--- config.mk ---
export PLATFORM = sky130hd
export DESIGN_NAME = asr_rx_top
export DESIGN_NICKNAME = d
export VERILOG_FILES = /design/src/asr_rx_top.v
export VERILOG_INCLUDE_DIRS = /design/src
export SDC_FILE = /design/constraint.sdc
export NUM_CORES = 1
export LEC_CHECK = 0
export BUFFER_PORTS_ARGS = -buffer_cell sky130_fd_sc_hd__buf_2
export CAP_MARGIN = 10
export CORE_MARGIN = 1.5
export CORE_UTILIZATION = 45
export CTS_CLUSTER_SIZE = 24
export DETAILED_ROUTE_END_ITERATION = 16
export GPL_ROUTABILITY_DRIVEN = 1
export HOLD_SLACK_MARGIN = 0.06
export PLACE_DENSITY = 0.76
export SLEW_MARGIN = 0
export SYNTH_ARGS = -nofsm -noshare
export SYNTH_HDL_FRONTEND = slang
export SYNTH_SLANG_ARGS = --single-unit
--- constraint.sdc ---
create_clock -name clk -period 6.45 [get_ports clk]
set_input_delay 0.3225 -clock clk [delete_from_list [all_inputs] [get_ports clk]]
set_output_delay 0.3225 -clock clk [all_outputs]
set_load 0.01 [all_outputs]
--- src/asr_rx_regs.vh ---
// Register map, field positions and reset values of the serial receiver.
`ifndef ASR_RX_REGS_VH
`define ASR_RX_REGS_VH
// Byte offsets of the AXI4-Lite registers.
`define ASR_OFS_CTRL     8'h00
`define ASR_OFS_BAUD     8'h04
`define ASR_OFS_TCMP     8'h08
`define ASR_OFS_DATA     8'h0C
`define ASR_OFS_STAT     8'h10
`define ASR_OFS_ISTAT    8'h14
`define ASR_OFS_ICLR     8'h18
`define ASR_OFS_IEN      8'h1C
`define ASR_OFS_PORT     8'h20
// Control register fields.
`define ASR_CTRL_RXEN    0
`define ASR_CTRL_SRC_LO  1
`define ASR_CTRL_SRC_HI  2
`define ASR_CTRL_RATE_LO 3
`define ASR_CTRL_RATE_HI 4
`define ASR_CTRL_PAREN   5
`define ASR_CTRL_PARODD  6
`define ASR_CTRL_PIN2SEL 7
// Shift clock sources.
`define ASR_SRC_INT      2'h0
`define ASR_SRC_EXT      2'h1
`define ASR_SRC_TMR      2'h2
// Status register fields.
`define ASR_ST_READY     0
`define ASR_ST_ERR       1
`define ASR_ST_FRAME     2
`define ASR_ST_PARITY    3
`define ASR_ST_OVERRUN   4
`define ASR_ST_FALSE     5
`define ASR_ST_UNTRUST   6
// Interrupt status, clear and enable fields.
`define ASR_IRQ_RX       0
`define ASR_IRQ_ERR      1
`define ASR_IRQ_FALSE    2
// Reset values.
`define ASR_RST_CTRL     8'h00
`define ASR_RST_BAUD     16'h0043
`define ASR_RST_TCMP     8'h01
// AXI responses.
`define ASR_RESP_OKAY    2'h0
`define ASR_RESP_SLVERR  2'h2
`endif

--- src/asr_rx_top.v ---
// Asynchronous serial receiver with selectable shift clock and AXI4-Lite.
`timescale 1ns/1ns
`default_nettype none
`include "asr_rx_regs.vh"
module asr_rx_top #(
	parameter DIVW = 16		// Width of the internal baud divider.
) (
	// Clock and reset.
	input  wire        clk,
	input  wire        rstn,
	// AXI4-Lite write channels.
	input  wire [7:0]  s_axi_awaddr,
	input  wire        s_axi_awvalid,
	output reg         s_axi_awready,
	input  wire [31:0] s_axi_wdata,
	input  wire [3:0]  s_axi_wstrb,
	input  wire        s_axi_wvalid,
	output reg         s_axi_wready,
	output reg  [1:0]  s_axi_bresp,
	output reg         s_axi_bvalid,
	input  wire        s_axi_bready,
	// AXI4-Lite read channels.
	input  wire [7:0]  s_axi_araddr,
	input  wire        s_axi_arvalid,
	output reg         s_axi_arready,
	output reg  [31:0] s_axi_rdata,
	output reg  [1:0]  s_axi_rresp,
	output reg         s_axi_rvalid,
	input  wire        s_axi_rready,
	// Serial line and clock pins.
	input  wire        rxd,
	input  wire        sck_in,
	input  wire        timer_count_input,
	output reg         timer_toggle_output,
	// Port C pin 2 drive.
	output reg         port_c_pin2_out,
	output reg         port_c_pin2_oe,
	// Interrupt.
	output reg         irq
);
	// One-hot receiver states.
	localparam [4:0] S_IDLE = 5'h01;
	localparam [4:0] S_START = 5'h02;
	localparam [4:0] S_DATA = 5'h04;
	localparam [4:0] S_PAR = 5'h08;
	localparam [4:0] S_STOP = 5'h10;

	// Ticks per bit, the clock rate divisor N.
	function [6:0] rate_n;
		input [1:0] sel;
		begin
			case (sel)
			2'h0: rate_n = 7'h01;
			2'h1: rate_n = 7'h10;
			default: rate_n = 7'h40;
			endcase
		end
	endfunction

	// Merge a write into a register under the byte strobes.
	function [31:0] bmerge;
		input [31:0] old;
		input [31:0] nw;
		input [3:0]  strb;
		integer i;
		begin
			bmerge = old;
			for (i = 0; i < 4; i = i + 1)
				if (strb[i])
					bmerge[i*8 +: 8] = nw[i*8 +: 8];
		end
	endfunction

	// Software registers.
	reg [7:0]      ctrl_q;		// Enable, source, rate, parity, pin 2.
	reg [DIVW-1:0] baud_q;		// Internal divider terminal count.
	reg [7:0]      tcmp_q;		// Timer 0 compare value C.
	reg [1:0]      port_q;		// Pin 2 port data and direction.
	reg [2:0]      ien_q;		// Interrupt enables.
	reg [2:0]      ist_q;		// Sticky interrupt status.
	// Receiver state and results.
	reg [4:0]      st_q;		// Receiver state, one-hot.
	reg [6:0]      tcnt_q;		// Ticks within the current bit.
	reg [2:0]      bcnt_q;		// Data bit index.
	reg [7:0]      sh_q;		// Shift register.
	reg [7:0]      data_q;		// Last received byte.
	reg            ready_q;		// Byte waiting to be read.
	reg            err_q;		// Sticky receive_error_flag.
	reg            ferr_q;		// Framing error seen.
	reg            perr_q;		// Parity error seen.
	reg            oerr_q;		// Overrun seen.
	reg            fstart_q;	// False start rejected.
	reg            par_q;		// Sampled parity bit.
	// Clock sources.
	reg [DIVW-1:0] div_q;		// Internal divider count.
	reg            iclk_q;		// Internal shift clock level.
	reg            sck_prev_q;	// Previous external clock level.
	reg            ti_prev_q;	// Previous timer input level.
	reg [7:0]      tm_q;		// Timer 0 pulse count.
	reg            rxd_prev_q;	// Previous line level.
	// AXI holding state.
	reg            aw_have_q;
	reg [7:0]      aw_addr_q;
	reg            w_have_q;
	reg [31:0]     w_data_q;
	reg [3:0]      w_strb_q;

	// Shorthand for control fields.
	wire [1:0] src = ctrl_q[`ASR_CTRL_SRC_HI:`ASR_CTRL_SRC_LO];
	wire [6:0] nbit = rate_n(ctrl_q[`ASR_CTRL_RATE_HI:`ASR_CTRL_RATE_LO]);
	wire [6:0] half = {1'b0, nbit[6:1]};
	wire       rxen = ctrl_q[`ASR_CTRL_RXEN];

	// Shift clock ticks from each source.
	// Compared with at-or-above so that lowering the divider while the
	// count is past the new value restarts it at once, not after a wrap.
	wire tick_int = (div_q >= baud_q);
	wire tick_ext = sck_in & ~sck_prev_q;
	// The timer input is edge-detected with no filter, so each level must
	// be held long enough for one sample; the bench guarantees that.
	wire ti_rise = timer_count_input & ~ti_prev_q;
	// Match after C input pulses; a compare value of zero means 256.
	wire tm_match = ti_rise & (tm_q == tcmp_q - 8'h01);
	// One tick per full period of the toggled output gives fTI/(2C).
	wire tick_tmr = tm_match & ~timer_toggle_output;
	wire tick = (src == `ASR_SRC_INT) ? tick_int :
		(src == `ASR_SRC_EXT) ? tick_ext :
		(src == `ASR_SRC_TMR) ? tick_tmr : 1'b0;
	wire bit_end = tick & (tcnt_q == nbit - 7'h01);

	// AXI handshake terms.
	wire aw_take = s_axi_awvalid & s_axi_awready;
	wire w_take = s_axi_wvalid & s_axi_wready;
	wire wr_fire = aw_have_q & w_have_q & ~s_axi_bvalid;
	wire ar_take = s_axi_arvalid & s_axi_arready;
	wire aw_have_d = aw_take | (aw_have_q & ~wr_fire);
	wire w_have_d = w_take | (w_have_q & ~wr_fire);
	wire bvalid_d = wr_fire | (s_axi_bvalid & ~s_axi_bready);
	wire rvalid_d = ar_take | (s_axi_rvalid & ~s_axi_rready);
	wire wr_stat = wr_fire & (aw_addr_q == `ASR_OFS_STAT);
	wire wr_iclr = wr_fire & (aw_addr_q == `ASR_OFS_ICLR);
	wire rd_data = ar_take & (s_axi_araddr == `ASR_OFS_DATA);
	// Merged write values, one per writable register.
	wire [31:0] m_ctrl = bmerge({24'h0, ctrl_q}, w_data_q, w_strb_q);
	wire [31:0] m_baud = bmerge({{(32-DIVW){1'b0}}, baud_q},
		w_data_q, w_strb_q);
	wire [31:0] m_tcmp = bmerge({24'h0, tcmp_q}, w_data_q, w_strb_q);
	wire [31:0] m_ien = bmerge({29'h0, ien_q}, w_data_q, w_strb_q);
	wire [31:0] m_port = bmerge({30'h0, port_q}, w_data_q, w_strb_q);

	// Receiver events of this cycle.
	reg       ev_rx;
	reg       ev_ferr;
	reg       ev_perr;
	reg       ev_oerr;
	reg       ev_false;
	always @* begin
		ev_rx = st_q[4] & bit_end;
		ev_ferr = ev_rx & ~rxd;
		ev_perr = ev_rx & ctrl_q[`ASR_CTRL_PAREN] &
			((^sh_q) ^ par_q ^ ctrl_q[`ASR_CTRL_PARODD]);
		ev_oerr = ev_rx & ready_q & ~rd_data;
		ev_false = st_q[1] & tick & (tcnt_q == half) & rxd;
	end
	wire ev_err = ev_ferr | ev_perr | ev_oerr;

	// Read multiplexer; unmapped offsets answer zero with SLVERR.
	reg [31:0] rmux;
	reg        rbad;
	always @* begin
		rmux = 32'h0000_0000;
		rbad = 1'b0;
		case (s_axi_araddr)
		`ASR_OFS_CTRL: rmux[7:0] = ctrl_q;
		`ASR_OFS_BAUD: rmux[DIVW-1:0] = baud_q;
		`ASR_OFS_TCMP: rmux[7:0] = tcmp_q;
		`ASR_OFS_DATA: rmux[7:0] = data_q;
		`ASR_OFS_STAT: begin
			rmux[`ASR_ST_READY] = ready_q;
			rmux[`ASR_ST_ERR] = err_q;
			rmux[`ASR_ST_FRAME] = ferr_q;
			rmux[`ASR_ST_PARITY] = perr_q;
			rmux[`ASR_ST_OVERRUN] = oerr_q;
			rmux[`ASR_ST_FALSE] = fstart_q;
			// With an outside shift clock the error flag may not follow
			// the real outcome, so software is told not to trust it.
			rmux[`ASR_ST_UNTRUST] = (src == `ASR_SRC_EXT);
		end
		`ASR_OFS_ISTAT: rmux[2:0] = ist_q;
		`ASR_OFS_ICLR: rmux = 32'h0000_0000;
		`ASR_OFS_IEN: rmux[2:0] = ien_q;
		`ASR_OFS_PORT: rmux[1:0] = port_q;
		default: rbad = 1'b1;
		endcase
	end

	// AXI channel handshakes and the register writes they carry.
	always @(posedge clk or negedge rstn) begin
		if (!rstn) begin
			s_axi_awready <= 1'b0;
			s_axi_wready <= 1'b0;
			s_axi_bvalid <= 1'b0;
			s_axi_bresp <= `ASR_RESP_OKAY;
			s_axi_arready <= 1'b0;
			s_axi_rvalid <= 1'b0;
			s_axi_rresp <= `ASR_RESP_OKAY;
			s_axi_rdata <= 32'h0000_0000;
			aw_have_q <= 1'b0;
			aw_addr_q <= 8'h00;
			w_have_q <= 1'b0;
			w_data_q <= 32'h0000_0000;
			w_strb_q <= 4'h0;
			ctrl_q <= `ASR_RST_CTRL;
			baud_q <= `ASR_RST_BAUD;
			tcmp_q <= `ASR_RST_TCMP;
			port_q <= 2'h0;
			ien_q <= 3'h0;
		end else begin
			// Each channel is held off while its item waits or the
			// response is still pending.
			s_axi_awready <= ~aw_have_d & ~bvalid_d;
			s_axi_wready <= ~w_have_d & ~bvalid_d;
			s_axi_arready <= ~rvalid_d;
			s_axi_bvalid <= bvalid_d;
			s_axi_rvalid <= rvalid_d;
			aw_have_q <= aw_have_d;
			w_have_q <= w_have_d;
			if (aw_take)
				aw_addr_q <= s_axi_awaddr;
			if (w_take) begin
				w_data_q <= s_axi_wdata;
				w_strb_q <= s_axi_wstrb;
			end
			if (ar_take) begin
				s_axi_rdata <= rmux;
				s_axi_rresp <= rbad ? `ASR_RESP_SLVERR : `ASR_RESP_OKAY;
			end
			if (wr_fire) begin
				s_axi_bresp <= `ASR_RESP_OKAY;
				case (aw_addr_q)
				`ASR_OFS_CTRL: ctrl_q <= m_ctrl[7:0];
				`ASR_OFS_BAUD: baud_q <= m_baud[DIVW-1:0];
				`ASR_OFS_TCMP: tcmp_q <= m_tcmp[7:0];
				`ASR_OFS_IEN: ien_q <= m_ien[2:0];
				`ASR_OFS_PORT: port_q <= m_port[1:0];
				`ASR_OFS_DATA, `ASR_OFS_STAT, `ASR_OFS_ISTAT,
				`ASR_OFS_ICLR: s_axi_bresp <= `ASR_RESP_OKAY;
				default: s_axi_bresp <= `ASR_RESP_SLVERR;
				endcase
			end
		end
	end

	// Shift clock generation: internal divider and timer 0.
	always @(posedge clk or negedge rstn) begin
		if (!rstn) begin
			div_q <= {DIVW{1'b0}};
			iclk_q <= 1'b0;
			sck_prev_q <= 1'b0;
			ti_prev_q <= 1'b0;
			tm_q <= 8'h00;
			timer_toggle_output <= 1'b0;
		end else begin
			sck_prev_q <= sck_in;
			ti_prev_q <= timer_count_input;
			// The divider free-runs so the pin 2 clock keeps its shape.
			if (tick_int) begin
				div_q <= {DIVW{1'b0}};
				iclk_q <= ~iclk_q;
			end else
				div_q <= div_q + {{(DIVW-1){1'b0}}, 1'b1};
			// Timer 0 counts input pulses only when it feeds the
			// receiver, and toggles its output on every match.
			if (src != `ASR_SRC_TMR) begin
				tm_q <= 8'h00;
			end else if (tm_match) begin
				tm_q <= 8'h00;
				timer_toggle_output <= ~timer_toggle_output;
			end else if (ti_rise)
				tm_q <= tm_q + 8'h01;
		end
	end

	// Receive state machine with mid-bit sampling.
	always @(posedge clk or negedge rstn) begin
		if (!rstn) begin
			st_q <= S_IDLE;
			tcnt_q <= 7'h00;
			bcnt_q <= 3'h0;
			sh_q <= 8'h00;
			par_q <= 1'b0;
			rxd_prev_q <= 1'b1;
		end else begin
			rxd_prev_q <= rxd;
			case (st_q)
			S_IDLE: begin
				tcnt_q <= 7'h00;
				bcnt_q <= 3'h0;
				if (rxen & rxd_prev_q & ~rxd)
					st_q <= S_START;
			end
			S_START: begin
				// The start bit is checked again at its middle; a pulse
				// shorter than half a bit is high there and is dropped
				// rather than taken as a character.
				if (tick & (tcnt_q == half)) begin
					tcnt_q <= 7'h00;
					st_q <= rxd ? S_IDLE : S_DATA;
				end else if (tick)
					tcnt_q <= tcnt_q + 7'h01;
			end
			S_DATA: begin
				if (bit_end) begin
					tcnt_q <= 7'h00;
					sh_q <= {rxd, sh_q[7:1]};
					bcnt_q <= bcnt_q + 3'h1;
					if (bcnt_q == 3'h7)
						st_q <= ctrl_q[`ASR_CTRL_PAREN] ? S_PAR : S_STOP;
				end else if (tick)
					tcnt_q <= tcnt_q + 7'h01;
			end
			S_PAR: begin
				if (bit_end) begin
					tcnt_q <= 7'h00;
					par_q <= rxd;
					st_q <= S_STOP;
				end else if (tick)
					tcnt_q <= tcnt_q + 7'h01;
			end
			S_STOP: begin
				if (bit_end)
					st_q <= S_IDLE;
				else if (tick)
					tcnt_q <= tcnt_q + 7'h01;
			end
			default: st_q <= S_IDLE;
			endcase
			// Disabling reception abandons any character in flight.
			if (!rxen)
				st_q <= S_IDLE;
		end
	end

	// Received byte, error flags and interrupt status; sets beat clears.
	always @(posedge clk or negedge rstn) begin
		if (!rstn) begin
			data_q <= 8'h00;
			ready_q <= 1'b0;
			err_q <= 1'b0;
			ferr_q <= 1'b0;
			perr_q <= 1'b0;
			oerr_q <= 1'b0;
			fstart_q <= 1'b0;
			ist_q <= 3'h0;
			irq <= 1'b0;
		end else begin
			if (ev_rx) begin
				data_q <= sh_q;
				ready_q <= 1'b1;
			end else if (rd_data)
				ready_q <= 1'b0;
			// Error bits stay set until software writes ones to the
			// status register; a new error in that cycle wins.
			err_q <= ev_err |
				(err_q & ~(wr_stat & w_data_q[`ASR_ST_ERR]));
			ferr_q <= ev_ferr |
				(ferr_q & ~(wr_stat & w_data_q[`ASR_ST_FRAME]));
			perr_q <= ev_perr |
				(perr_q & ~(wr_stat & w_data_q[`ASR_ST_PARITY]));
			oerr_q <= ev_oerr |
				(oerr_q & ~(wr_stat & w_data_q[`ASR_ST_OVERRUN]));
			fstart_q <= ev_false |
				(fstart_q & ~(wr_stat & w_data_q[`ASR_ST_FALSE]));
			// The error event feeds the interrupt so software can ask
			// the sender to repeat the character.
			ist_q[`ASR_IRQ_RX] <= ev_rx |
				(ist_q[`ASR_IRQ_RX] & ~(wr_iclr & w_data_q[`ASR_IRQ_RX]));
			ist_q[`ASR_IRQ_ERR] <= ev_err |
				(ist_q[`ASR_IRQ_ERR] & ~(wr_iclr & w_data_q[`ASR_IRQ_ERR]));
			ist_q[`ASR_IRQ_FALSE] <= ev_false | (ist_q[`ASR_IRQ_FALSE] &
				~(wr_iclr & w_data_q[`ASR_IRQ_FALSE]));
			irq <= |(ist_q & ien_q);
		end
	end

	// Pin 2 drive: the internal clock goes out only when selected and
	// internal; with the select bit clear the pin stays a port.
	always @(posedge clk or negedge rstn) begin
		if (!rstn) begin
			port_c_pin2_out <= 1'b0;
			port_c_pin2_oe <= 1'b0;
		end else if (ctrl_q[`ASR_CTRL_PIN2SEL]) begin
			port_c_pin2_out <= iclk_q;
			port_c_pin2_oe <= (src == `ASR_SRC_INT);
		end else begin
			port_c_pin2_out <= port_q[0];
			port_c_pin2_oe <= port_q[1];
		end
	end
endmodule // asr_rx_top
`default_nettype wire

==> results.toml <==
[timing]
setup_viol = 0
tightest_slew_ps = 1030
fin_skew_ps = 10.1
slew_headroom = 0.310
fmax_mhz = 302
slew_violations = 0
layout_min_cycle_time_ps = 3310
hold_viol_final = 0
finalSetupTns_ps = 0
rsz0062_at_grt = "false"
finalCritPeriodShare = 0.513
setup_ws_ps = 3140

[worst_setup_path]
crit_arrival_ps = 3620
cp_max_fo = 13
reg2regPathDepth = 9
reg2reg_slack_ps = 3140
crit_type = "reg2reg"
worstSetupStartpointType = "flop"
end_kind = "flop"
cp.required_ps = 6760

[finish]
postLayoutCellArea_um2 = 9160
antennaDiodeCount = 0
fillers = 1540
nNetsFinal = 918
syn2layout_area_growth_pct = 13.7
layout-drive-gt1-share = 0.236

[logic_synthesis]
synth_async_sr_flop_share = 1.00
ys_seq_area_frac = 0.501
synthFlopType = "dfrtp_1"
synth_warnings = 0
synth-edff-count = 0
syn_avg_cell_area_um2 = 10.6
synth.distinct_cells = 70
ys_ff_latch = 161
syn_inst = 760
syn-cell-area_um2 = 8060

[cts]
postCtsSetupRepairBufs = 0
cts_tree = "built"
clk_pin_slew_ps = 60
clock_path_buffers = 2
ctsRootBufferMaster = "clkbuf_16"
htree_levels = 4
clock-sinks = 161
insertion_delay_ps = 430
post_cts_resized = 0
cts_made_buffers = 17

[route]
vias = 5993
totalWireLength_um = 18000
dr.pass1.iters = 5
ant_nets = 0
drt-wirelength-per-cell_um = 16.9
drcViolationCount = 0
viasPerCell = 5.60
drt-initial-drc-count = 425

[placement]
place_congestion = 0.904
dp_hpwl_um = 12900
place_area_um2 = 8570
io_buffers = 70
pre_cts_ws_ps = 3150

[die]
initial_core_util = 0.463
rows = 48
die-area_um2 = 18700
ios = 107
fp.coreArea_um2 = 17400
die_h_um = 137
die_w_um = 137

[global_route]
grt_pass1_wl_um = 29600
grt_usage = 0.207
antenna_found_initial = 0
grt_pass1_vias = 5833
globalRouteOverflowTotal = 0
grt_max_degree = 104

[flow_run]
cap_violations = 0

[min_path]
hold_depth = 1
min_path_type = "in2reg"

[power]
ir_worst_vdd_uv = 211
power.leakage_nw = 4.17
power_density_nw_per_um2 = 326

[outcome]
status = "finished, final reports clean"
## registers in the layout, summed over array words and instances (netlist names), 2 cells and up
register,cells
data_q,8
s_axi_rdata,16
st_q,5
tm_q,8
ist_q,3
aw_addr_q,8
baud_q,16
tcmp_q,8
tcnt_q,7
div_q,16
w_data_q,16
ctrl_q,8
bcnt_q,3
ien_q,3
sh_q,8
w_strb_q,2
port_q,2
## worst paths after layout
path                                        from                        to
setup reg to reg           tcmp_q[1]$_DFFE_PN0P_       sh_q[2]$_DFFE_PN0P_
setup / recovery           tcmp_q[1]$_DFFE_PN0P_       sh_q[2]$_DFFE_PN0P_
hold reg to reg               iclk_q$_DFFE_PN0N_        iclk_q$_DFFE_PN0N_
hold / removal                               rxd      rxd_prev_q$_DFF_PN1_
max in group asynchronous                   rstn     tcmp_q[5]$_DFFE_PN0P_
min in group asynchronous                   rstn  aw_addr_q[0]$_DFFE_PN0P_
## cell usage after synthesis (7+ instances only)
cell type / number / area share
a21oi_1: 13 / 0.0081
a222oi_1: 7 / 0.0087
a31oi_1: 11 / 0.0085
and3_1: 10 / 0.0078
buf_4: 18 / 0.017
clkbuf_1: 19 / 0.0088
dfrtp_1: 155 / 0.48
ha_1: 24 / 0.037
inv_1: 38 / 0.018
mux2_2: 71 / 0.099
nand2_1: 77 / 0.036
nand2b_1: 11 / 0.0085
nand3_1: 17 / 0.011
nand4_1: 11 / 0.0085
nor2_1: 61 / 0.028
nor3_1: 10 / 0.0062
nor4_1: 8 / 0.0062
o21ai_0: 47 / 0.029
o221ai_1: 8 / 0.0087
or3_1: 8 / 0.0062
xnor2_1: 20 / 0.022
xor2_1: 18 / 0.020
## power breakdown
group | switching [mW] | internal, mW | leakage (nW) | total, mW
registers | 0.168 | 1.17 | 2.08 | 1.34
logic | 0.400 | 0.272 | 1.81 | 0.672
clock network | 0.427 | 0.546 | 0.275 | 0.973
## through the flow
step                      utilization  total power [mW]  hold WS, ps  cells
after floorplan                     -              1.78         26.9    777
after global placement          0.492              2.00          447   1035
after detailed placement        0.492              2.02          452   1035
after CTS                       0.526              3.00         79.0   1070
after global routing            0.526              3.13         86.1   1070
final                           0.526              2.98         98.3   1070
## area by class of cell
type	count	area, um2	share of cell area
Clock buffer	18	439	0.0479
Clock inverter	14	128	0.0139
Inverter	38	143	0.0156
Multi-Input combinational cell	538	3730	0.407
Sequential cell	161	4040	0.441
Tap cell	225	282	0.0307
Timing Repair Buffer	76	409	0.0447
## per-layer routing
| layer | GRT usage | part of all wire |
|---|---|---|
| met1 | 0.264 | 0.43 |
| met2 | 0.336 | 0.49 |
| met3 | 0.0485 | 0.060 |
| met4 | 0.0918 | 0.029 |
| met5 | 0 | 0 |
## critical path, stage by stage (launching register included)
cell and delay, ps:
dfrtp_1 450, inv_1 80, ha_1 160, or3b_2 490, nor4_1 180, o211ai_1 170
a211oi_4 300, a21oi_2 170, nor4_4 770, mux2_2 420
## cell usage in the layout, fill, tap and decap left out, types with 7 or more instances in the layout
master and count:
nand2_1 77, or3_1 8, and3_1 10, buf_2 69, inv_1 38, nand3_1 17
dfrtp_1 155, nand2b_1 11, clkbuf_16 17, nand4_1 11, nor3_1 10, nor4_1 8
o21ai_0 47, conb_1 18, nor2_1 61, ha_1 24, a31oi_1 11, mux2_2 71
a222oi_1 7, a21oi_1 13, xnor2_1 20, xor2_1 18, o221ai_1 8
## timing repair
item                                    4_1_cts  5_1_grt
hold buffers                                  3        0
endpoints found under the hold margin        94        0
endpoints found under the setup margin        0        0
## cells by family after synthesis
logic type,synth area share
AND/OR/NAND/NOR,0.156
flip-flops,0.501
AO/OA/AOI/OAI,0.107
multiplexers,0.111
buffers and inverters,0.0458
XOR/XNOR,0.0413
adder cells (fa/ha/maj),0.0372
other,0.000465
Power figures use the tool's default switching activity.
